<file path="config.mk">
export PLATFORM = sky130hd
export DESIGN_NAME = phy_basic_mode_control
export DESIGN_NICKNAME = d
export VERILOG_FILES = /design/src/mii_gate.v /design/src/phy_basic_mode_control.v
export VERILOG_INCLUDE_DIRS = /design/src
export SDC_FILE = /design/constraint.sdc
export NUM_CORES = 1
export LEC_CHECK = 0
export ABC_CLOCK_PERIOD_IN_PS = 3200
export BUFFER_PORTS_ARGS = -buffer_cell sky130_fd_sc_hd__buf_4
export CAP_MARGIN = 25
export CORE_MARGIN = 5
export CORE_UTILIZATION = 41
export DETAILED_ROUTE_END_ITERATION = 10
export PLACE_DENSITY = 0.69
export SLEW_MARGIN = 20
export SYNTH_ARGS = -nofsm -noshare
export SYNTH_HDL_FRONTEND = slang
export SYNTH_SLANG_ARGS = --single-unit
</file>
<file path="constraint.sdc">
create_clock -name core_clk -period 3.2 [get_ports core_clk]
set_input_delay 0.16 -clock core_clk [delete_from_list [all_inputs] [get_ports core_clk]]
set_output_delay 0.16 -clock core_clk [all_outputs]
set_load 0.01 [all_outputs]
</file>
<file path="src/bmc_map.vh">
// register address, bit positions, reset value and timing of the basic mode control register
`ifndef BMC_MAP_VH
`define BMC_MAP_VH
`define BMC_ADDR          5'h00
`define BMC_RESET_VALUE   16'h3100
`define BMC_BIT_RESET     15
`define BMC_BIT_LOOPBACK  14
`define BMC_BIT_SPEED     13
`define BMC_BIT_AN_EN     12
`define BMC_BIT_PWR_DOWN  11
`define BMC_BIT_ISOLATE   10
`define BMC_BIT_AN_RST    9
`define BMC_BIT_DUPLEX    8
`define BMC_BIT_COL_TEST  7
`define BMC_RSVD_MSB      6
`define BMC_CLK_MHZ       125
`define BMC_SWRST_NS      800
`define BMC_LOOP_DEAD_MS  720
`endif

</file>
<file path="src/mii_gate.v">
// gates the mii datapath for isolate, power down and collision test
module mii_gate
(
    input  wire       isolate,     // float mii outputs, ignore tx inputs
    input  wire       power_down,  // hold outputs quiet
    input  wire       col_test,    // loop tx_en onto col
    input  wire [3:0] core_txd,    // synchronised transmit nibble
    input  wire       core_tx_en,  // synchronised transmit enable
    input  wire       core_tx_er,  // synchronised transmit error
    input  wire       core_tx_clk, // tx clock from core
    input  wire       core_rx_clk, // rx clock from core
    input  wire [3:0] core_rxd,    // receive nibble from core
    input  wire       core_rx_dv,  // receive data valid from core
    input  wire       core_rx_er,  // receive error from core
    input  wire       core_col,    // collision from core
    input  wire       core_crs,    // carrier sense from core
    output wire [3:0] phy_txd,     // transmit nibble to core
    output wire       phy_tx_en,   // transmit enable to core
    output wire       phy_tx_er,   // transmit error to core
    output wire       tx_clk,      // mii tx clock
    output wire       rx_clk,      // mii rx clock
    output wire [3:0] rxd,         // mii rx nibble
    output wire       rx_dv,       // mii rx valid
    output wire       rx_er,       // mii rx error
    output wire       col,         // mii collision
    output wire       crs,         // mii carrier sense
    output wire       mii_oe       // high while mii outputs are driven
);
    wire tx_ok;
    wire quiet;

    assign tx_ok     = ~isolate & ~power_down;
    assign phy_txd   = tx_ok ? core_txd : 4'h0;
    assign phy_tx_en = tx_ok & core_tx_en;
    assign phy_tx_er = tx_ok & core_tx_er;
    // power down holds everything low rather than floating, no edges once down
    assign quiet     = power_down | isolate;
    assign tx_clk    = ~quiet & core_tx_clk;
    assign rx_clk    = ~quiet & core_rx_clk;
    assign rxd       = quiet ? 4'h0 : core_rxd;
    assign rx_dv     = ~quiet & core_rx_dv;
    assign rx_er     = ~quiet & core_rx_er;
    assign col       = ~quiet & (core_col | (col_test & core_tx_en));
    assign crs       = ~quiet & core_crs;
    assign mii_oe    = ~isolate;
endmodule

</file>
<file path="src/phy_basic_mode_control.v">
// basic mode control register of the phy with its control effects
//
// Functional notes
// - loopback defaults zero; set enables loopback, 100M may lose lock 720ms
// - speed defaults one: one is 100M, zero is 10M
// - with autoneg enabled speed reads the negotiated speed
// - autoneg enable defaults one; speed and duplex then show results
// - power down defaults zero; management keeps working while down
// - no spurious mii output transitions entering or during power down; entry drops high outputs low at once
// - isolate ignores tx data, tx_en and tx_er
// - isolate floats all mii outputs
// - isolated device still answers management
// - restart bit restarts autoneg, self clears once started
// - restart has no effect with autoneg disabled
// - clearing restart never disturbs a running negotiation
// - duplex defaults full; manual choice only with autoneg disabled
// - with autoneg enabled duplex reads negotiated duplex
// - collision test asserts col whenever tx_en is asserted
// - bits six to zero read zero, writes ignored
`include "bmc_map.vh"
module phy_basic_mode_control
#(
    parameter SWRST_CYCLES = (`BMC_SWRST_NS * `BMC_CLK_MHZ + 999) / 1000
)
(
    input  wire        core_clk,     // 125 mhz clock
    input  wire        rst_b,        // async chip reset, active low
    input  wire        mgmt_wr,      // management write strobe, one cycle
    input  wire        mgmt_rd,      // management read strobe, one cycle
    input  wire [4:0]  mgmt_addr,    // management register address
    input  wire [15:0] mgmt_wdata,   // management write data
    output reg  [15:0] mgmt_rdata,   // read data, valid cycle after mgmt_rd
    output wire        mgmt_hit,     // address selects this register
    input  wire        an_started,   // autoneg engine accepted a restart
    input  wire        an_speed,     // negotiated speed, 1 = 100M
    input  wire        an_duplex,    // negotiated duplex, 1 = full
    output reg         an_restart,   // one-cycle restart pulse to engine
    output wire        an_enable,    // autoneg enable level
    output wire        speed_100,    // effective speed
    output wire        full_duplex,  // effective duplex
    output wire        loopback,     // loopback enable
    output wire        power_down,   // power down level
    output wire        soft_reset,   // registers held at defaults
    input  wire [3:0]  txd_pin,      // mii transmit nibble
    input  wire        tx_en_pin,    // mii transmit enable
    input  wire        tx_er_pin,    // mii transmit error
    input  wire        core_tx_clk,  // tx clock from core
    input  wire        core_rx_clk,  // rx clock from core
    input  wire [3:0]  core_rxd,     // rx nibble from core
    input  wire        core_rx_dv,   // rx valid from core
    input  wire        core_rx_er,   // rx error from core
    input  wire        core_col,     // collision from core
    input  wire        core_crs,     // carrier sense from core
    output wire [3:0]  phy_txd,      // gated transmit nibble
    output wire        phy_tx_en,    // gated transmit enable
    output wire        phy_tx_er,    // gated transmit error
    output wire        tx_clk,       // mii tx clock
    output wire        rx_clk,       // mii rx clock
    output wire [3:0]  rxd,          // mii rx nibble
    output wire        rx_dv,        // mii rx valid
    output wire        rx_er,        // mii rx error
    output wire        col,          // mii collision
    output wire        crs,          // mii carrier sense
    output wire        mii_oe        // high while mii outputs driven
);
    reg        loop_r;
    reg        speed_r;
    reg        an_en_r;
    reg        pd_r;
    reg        iso_r;
    reg        duplex_r;
    reg        colt_r;
    reg        an_rst_pend;
    reg [15:0] swrst_cnt;
    reg [5:0]  tx_s1;
    reg [5:0]  tx_s2;
    wire       wr_hit;
    wire       swrst_busy;
    wire [15:0] reg_view;

    assign mgmt_hit   = (mgmt_addr == `BMC_ADDR);
    assign wr_hit     = mgmt_wr & mgmt_hit;
    assign swrst_busy = (swrst_cnt != 16'h0000);
    assign soft_reset = swrst_busy;

    // software reset runs a short counter; defaults are loaded at its start
    always @(posedge core_clk or negedge rst_b)
    begin
        if (!rst_b)
            swrst_cnt <= 16'h0000;
        else if (wr_hit && mgmt_wdata[`BMC_BIT_RESET])
            swrst_cnt <= SWRST_CYCLES[15:0];
        else if (swrst_busy)
            swrst_cnt <= swrst_cnt - 16'h0001;
    end

    // writes are still accepted in power down and isolate
    always @(posedge core_clk or negedge rst_b)
    begin
        if (!rst_b)
        begin
            loop_r   <= 1'b0;
            speed_r  <= 1'b1;
            an_en_r  <= 1'b1;
            pd_r     <= 1'b0;
            iso_r    <= 1'b0;
            duplex_r <= 1'b1;
            colt_r   <= 1'b0;
        end
        else if (swrst_busy || (wr_hit && mgmt_wdata[`BMC_BIT_RESET]))
        begin
            loop_r   <= 1'b0;
            speed_r  <= 1'b1;
            an_en_r  <= 1'b1;
            pd_r     <= 1'b0;
            iso_r    <= 1'b0;
            duplex_r <= 1'b1;
            colt_r   <= 1'b0;
        end
        else if (wr_hit)
        begin
            loop_r   <= mgmt_wdata[`BMC_BIT_LOOPBACK];
            speed_r  <= mgmt_wdata[`BMC_BIT_SPEED];
            an_en_r  <= mgmt_wdata[`BMC_BIT_AN_EN];
            pd_r     <= mgmt_wdata[`BMC_BIT_PWR_DOWN];
            iso_r    <= mgmt_wdata[`BMC_BIT_ISOLATE];
            duplex_r <= mgmt_wdata[`BMC_BIT_DUPLEX];
            colt_r   <= mgmt_wdata[`BMC_BIT_COL_TEST];
        end
    end

    // restart pending until engine reports start, autoneg is turned off or soft reset runs; a zero restart bit never cancels it
    always @(posedge core_clk or negedge rst_b)
    begin
        if (!rst_b)
        begin
            an_rst_pend <= 1'b0;
            an_restart  <= 1'b0;
        end
        else if (swrst_busy)
        begin
            an_rst_pend <= 1'b0;
            an_restart  <= 1'b0;
        end
        else
        begin
            an_restart <= 1'b0;
            if (wr_hit && mgmt_wdata[`BMC_BIT_AN_RST] && an_en_r && !an_rst_pend)
            begin
                an_rst_pend <= 1'b1;
                an_restart  <= 1'b1;
            end
            else if (an_rst_pend && (an_started || !an_en_r))
                an_rst_pend <= 1'b0;
        end
    end

    assign an_enable   = an_en_r;
    assign speed_100   = an_en_r ? an_speed : speed_r;
    assign full_duplex = an_en_r ? an_duplex : duplex_r;
    assign loopback    = loop_r;
    assign power_down  = pd_r;

    assign reg_view = {swrst_busy, loop_r, speed_100, an_en_r, pd_r, iso_r,
                       an_rst_pend, full_duplex, colt_r,
                       {(`BMC_RSVD_MSB + 1){1'b0}}};

    always @(posedge core_clk or negedge rst_b)
    begin
        if (!rst_b)
            mgmt_rdata <= 16'h0000;
        else if (mgmt_rd)
            mgmt_rdata <= mgmt_hit ? reg_view : 16'h0000;
    end

    // mii tx inputs come from the mac's clock, two flops before use
    always @(posedge core_clk or negedge rst_b)
    begin
        if (!rst_b)
        begin
            tx_s1 <= 6'h00;
            tx_s2 <= 6'h00;
        end
        else
        begin
            tx_s1 <= {tx_er_pin, tx_en_pin, txd_pin};
            tx_s2 <= tx_s1;
        end
    end

    mii_gate u_gate
    (
        .isolate     (iso_r),
        .power_down  (pd_r),
        .col_test    (colt_r),
        .core_txd    (tx_s2[3:0]),
        .core_tx_en  (tx_s2[4]),
        .core_tx_er  (tx_s2[5]),
        .core_tx_clk (core_tx_clk),
        .core_rx_clk (core_rx_clk),
        .core_rxd    (core_rxd),
        .core_rx_dv  (core_rx_dv),
        .core_rx_er  (core_rx_er),
        .core_col    (core_col),
        .core_crs    (core_crs),
        .phy_txd     (phy_txd),
        .phy_tx_en   (phy_tx_en),
        .phy_tx_er   (phy_tx_er),
        .tx_clk      (tx_clk),
        .rx_clk      (rx_clk),
        .rxd         (rxd),
        .rx_dv       (rx_dv),
        .rx_er       (rx_er),
        .col         (col),
        .crs         (crs),
        .mii_oe      (mii_oe)
    );
endmodule

</file>
# Word level (Yosys, flattened, before mapping)
# Cells that the tools add are included.
[word_totals]
ff_bits = 53
latch_bits = 0
ramBits = 0
romBits = 0
inputBits = 44
out_inout_bits = 41
word_cells = 70
n_memories = 0
[op_classes]
n_addsub = 1
multipliers = 0
div = 0
order_cmp = 0
eq_ne = 0
shift = 0
n_mux = 26
bitwise_logic = 16
n_reduce_logical = 14
[op_table]
columns = ["operator", "count"]
rows = [
  ["two-way mux 16 bit", 3],
  ["two-way mux 1 bit", 21],
  ["nonzero test 16 bit", 1],
  ["subtractor 16 x 1 -> 16 bit (second input constant)", 1],
  ["AND 1 bit", 11],
  ["two-way mux 4 bit", 2],
  ["logical AND 1 bit", 5],
  ["logical NOT 5 bit", 1],
  ["nonzero test 2 bit", 2],
  ["NOT 1 bit", 3],
  ["nonzero test 3 bit", 1],
  ["logical NOT 1 bit", 2],
  ["logical OR 1 bit", 2],
  ["bitwise OR 1 bit", 2],
]

# Longest topological paths before layout
[depth]
depth_word = 7
depth_mapped = 7
mapped_depth_nobuf = 7

# By module
# A second synthesis with hierarchy kept.
[hier_totals]
cells_unflattened = 221
area_unflattened_um2 = 2173.3
[by_module_without_submodules]
columns = ["module", "instances", "cells_per_inst", "area_each_um2", "seq_area_each_um2"]
rows = [
  ["phy_basic_mode_control", 1, 201, 2043.2, 1154.9],
  ["mii_gate", 1, 20, 130.1, 0.0],
]

# Least setup slack after synthesis
# Ideal clock, no wire load.
[synth_path]
kind = "reg-to-reg"
start = "reg swrst_cnt[0]"
end = "reg swrst_cnt[2]"
setup_ps = 120
arrival_ps = 1721
t_required_ps = 3080
path_slack_ps = 1359
stages_incl_launch_ff = 8
path_buffers = 0
synth_period_minus_slack_ps = 1841
path_cell_list = "dfrtp_1 > inv_1 > ha_1 > nor3b_1 > nand4_2 > nor2_8 > inv_2 > a31o_2"
[synth_via]
word_cells_on_any_way = 5
cone_classes = "1 x add/sub; 2 x mux; 2 x reduce/logical"
[synth_rtl]
columns = ["element", "line_no", "rtl"]
rows = [
  ["from (decl)", "phy_basic_mode_control.v:74", "reg [15:0] swrst_cnt;"],
  ["from (signal assigned)", "phy_basic_mode_control.v:92", "swrst_cnt <= SWRST_CYCLES[15:0];"],
  ["from (signal assigned)", "phy_basic_mode_control.v:94", "swrst_cnt <= swrst_cnt - 16'h0001;"],
  ["nonzero test 16 bit", "phy_basic_mode_control.v:83", "assign swrst_busy = (swrst_cnt != 16'h0000);"],
  ["named net soft_reset", "phy_basic_mode_control.v:43", "output wire soft_reset,"],
  ["nonzero test 2 bit (no source line)", "--", ""],
]
# The timed path passes the listed nets, and every way through them passes these cells. The select of a mux whose other input is x is not followed.
# A chain may end at the register's enable or synchronous reset.

# Worst setup path in the final report
[layout_path]
start = "reg swrst_cnt[0]"
end = "out soft_reset"
[layout_via]
elab_chain_len = 1
[layout_rtl]
columns = ["element", "line_no"]
rows = [
  ["nonzero test 16 bit", "phy_basic_mode_control.v:83"],
  ["to (decl)", "phy_basic_mode_control.v:43"],
]
# Every way passes these cells.

==> impl_metrics.env <==
export IMPL_drt_wl_total_um=5140
export IMPL_synth_top_area_share_pct=47.6
export IMPL_die_area_mm2=0.00710
export IMPL_status="finished clean"
export IMPL_wl_per_cell_um=13.9
export IMPL_cts_repair_resized=0
export IMPL_netSwitchingFraction_pct=33.9
export IMPL_intPower_w=0.00103
export IMPL_min_from="mgmt_wdata[14]"
export IMPL_reg2reg_from="swrst_cnt[0]"
export IMPL_drtAntennaViolNets=0
export IMPL_synthTopCellsByArea="dfrtp_1 (48%), and2_1 (4.7%), a21oi_1 (4.0%)"
export IMPL_whs_endpoint="loopback"
export IMPL_cts_sinks=46
export IMPL_cts_tree="done"
export IMPL_fin_util_pct=54.6
export IMPL_critical_path_class="register to primary output"
export IMPL_r2r_slack_ns=1.15
export IMPL_setup_viol=0
export IMPL_maxSlewHeadroom_pct=57.9
export IMPL_worst_pin_slew_ns=0.631
export IMPL_grt_pass1_vias=1857
export IMPL_leakage_nw=1.34
export IMPL_combinationalPowerShare_pct=26.0
export IMPL_layout_setup_ws_ns=0.873
export IMPL_skew_ns=0.00274
export IMPL_die_h_um=84.2
export IMPL_antenna_found_initial=0
export IMPL_grt_pass1_wl_um=8900
export IMPL_synth_edf_count=0
export IMPL_portBuffers=70
export IMPL_timing_rr_end="swrst_cnt[2]"
export IMPL_yosys_register_bits=46
export IMPL_place_gp_congestion=0.736
export IMPL_grt_max_degree=47
export IMPL_synthTopCellsByCount="dfrtp_1 (43), a21oi_1 (18), and2_1 (17), o21ai_0 (16), inv_1 (15)"
export IMPL_clk_path_buf_depth=2
export IMPL_fin_crit_sh_pct=72.7
export IMPL_grt_usage_pct=15.3
export IMPL_drive_above_1_share_pct=33.0
export IMPL_synth_most_common_cell="dfrtp_1"
export IMPL_cts_root_buffer="clkbuf_8"
export IMPL_fin_cells=369
export IMPL_first_pass_iters=4
export IMPL_cts_htree_levels=2
export IMPL_coreArea_mm2=0.00544
export IMPL_crit_path_end_kind="primary output"
export IMPL_r2r_cells=7
export IMPL_arrival_ns=2.17
export IMPL_rows=27
export IMPL_first_iter_violations=115
export IMPL_hold_path_class="primary input to register"
export IMPL_synth_cells=221
export IMPL_ios=85
export IMPL_p_per_area_mw_per_mm2=525
export IMPL_vias=1846
export IMPL_drv_cap=0
export IMPL_cts_buffers=5
export IMPL_clkPwrFrac_pct=24.0
export IMPL_drv_slew=0
export IMPL_fin_crit_ns=2.33
export IMPL_max_freq_mhz=430
export IMPL_antenna_cells=0
export IMPL_ir_drop_mv=0.312
export IMPL_syn2layout_area_growth_pct=31.3
export IMPL_seqPwrFrac_pct=50.0
export IMPL_overflow=0
export IMPL_synth_ff_type="dfrtp_1"
export IMPL_start_kind="register"
export IMPL_pre_cts_ws_ns=1.15
export IMPL_required_ns=3.04
export IMPL_place_hpwl_um=3680
export IMPL_dp_cells=354
export IMPL_synth_area_mm2=0.00226
export IMPL_setup_tns_ns=0
export IMPL_yosysSeqAreaShare_pct=51.1
export IMPL_fp_dieW_um=84.2
export IMPL_cp_max_fo=8
export IMPL_initial_utilization_pct=41.5
export IMPL_clk_latency_ns=0.31
export IMPL_viasPerCell=5.00
export IMPL_fin_nets=341
export IMPL_hold_depth=3
export IMPL_p_switching_w=0.000528
export IMPL_hold_viol_final=0
export IMPL_synthArstFlopShare_pct=100
export IMPL_yosysWarnings=0
export IMPL_syn_area_per_cell_um2=10.2
export IMPL_ys_types=46
export IMPL_drc_errors=0
export IMPL_yosysTopAreaCell="dfrtp_1"
export IMPL_rsz0062_at_grt="no"
export IMPL_clkTransAtPathRegs_ns=0.09
what timing repair did:
item | CTS | global route
hold endpoints to repair | 49 | 0
setup buffers | 0 | 0
hold buffers | 7 | 0
power by group through the flow:
stage | registers, W | logic, W | clock network (W)
final | 0.000779 | 0.000405 | 0.000375
after global routing | 0.000797 | 0.000458 | 0.000413
after CTS | 0.000777 | 0.000409 | 0.000383
after detailed placement | 0.000786 | 0.000401 | 0
after global placement | 0.000786 | 0.000388 | 0
after floorplan | 0.000766 | 0.000302 | 0
registers in the layout, summed over array words and instances (netlist names):
name / count
swrst_cnt: 16
mgmt_rdata: 9
tx_s1: 6
tx_s2: 6
an_enable: 1
an_restart: 1
an_rst_pend: 1
colt_r: 1
duplex_r: 1
iso_r: 1
loopback: 1
power_down: 1
speed_r: 1
logic make-up after synthesis:
logic type / after synthesis / share of synthesized area [%]
mux: 6 / 2.77
flops: 46 / 51.1
fa+ha+maj: 1 / 0.554
simple gates: 89 / 26.1
buf+inv: 31 / 6.81
compound gates: 46 / 12.1
xor+xnor: 1 / 0.388
other cells: 1 / 0.166
layer usage:
layer / GRT usage (%) / vias up / share of wire (%)
li1: - / 907 / -
met1: 19.2 / 872 / 43
met2: 25.8 / 62 / 48
met3: 4.22 / 5 / 7.1
met4: 4.39 / 0 / 1.4
met5: 0 / - / 0
placed cells by master (no fill, tap or decap), types with 3 or more instances in the layout:
| cell | n |
|---|---|
| dfstp_2 | 3 |
| buf_4 | 70 |
| inv_1 | 15 |
| nor2_1 | 7 |
| a21oi_1 | 18 |
| nor3_1 | 9 |
| o31ai_1 | 4 |
| nand3_1 | 9 |
| nand2b_1 | 4 |
| conb_1 | 7 |
| dfrtp_1 | 43 |
| or4_1 | 3 |
| dlygate4sd3_1 | 7 |
| nand4_1 | 6 |
| nand2_1 | 11 |
| nor4_4 | 3 |
| clkbuf_8 | 5 |
| mux2i_1 | 4 |
| o21ai_0 | 16 |
| and2_1 | 17 |
worst max-delay path, stage by stage (launching register included):
cell and delay, ns:
dfrtp_1 0.44, inv_1 0.10, ha_1 0.20, nor3b_1 0.31, nand4_2 0.31, nor2_8 0.23
inv_2 0.11, buf_4 0.16
stage by stage:
step	cell area, um^2	power [W]	hold slack, ns
after CTS	2970	0.00157	0.124
after global placement	2800	0.00117	0.198
final	2970	0.00156	0.128
after detailed placement	2800	0.00119	0.204
after global routing	2970	0.00167	0.135
after floorplan	2280	0.00107	-0.136
worst max path at each step:
| stage | start | cells past startpoint | end | slack (ns) |
|---|---|---|---|---|
| after floorplan | swrst_cnt[0] | 7 | swrst_cnt[2] | 1.36 |
| after global placement | swrst_cnt[0] | 7 | swrst_cnt[2] | 1.16 |
| after detailed placement | swrst_cnt[0] | 7 | swrst_cnt[2] | 1.15 |
| after CTS | swrst_cnt[0] | 7 | soft_reset | 0.86 |
| after global routing | swrst_cnt[0] | 7 | soft_reset | 0.63 |
| final | swrst_cnt[0] | 7 | soft_reset | 0.87 |
area by class of cell:
type | instances | area (um^2)
clock inverters | 3 | 25.0
fillers | 507 | 2470
flip-flops and latches | 46 | 1150
clock buffers | 5 | 68.8
inverters | 16 | 60.1
repair buffers | 77 | 596
well taps | 72 | 90.1
multi-input cells | 150 | 973
Power figures use the tool's default switching activity.
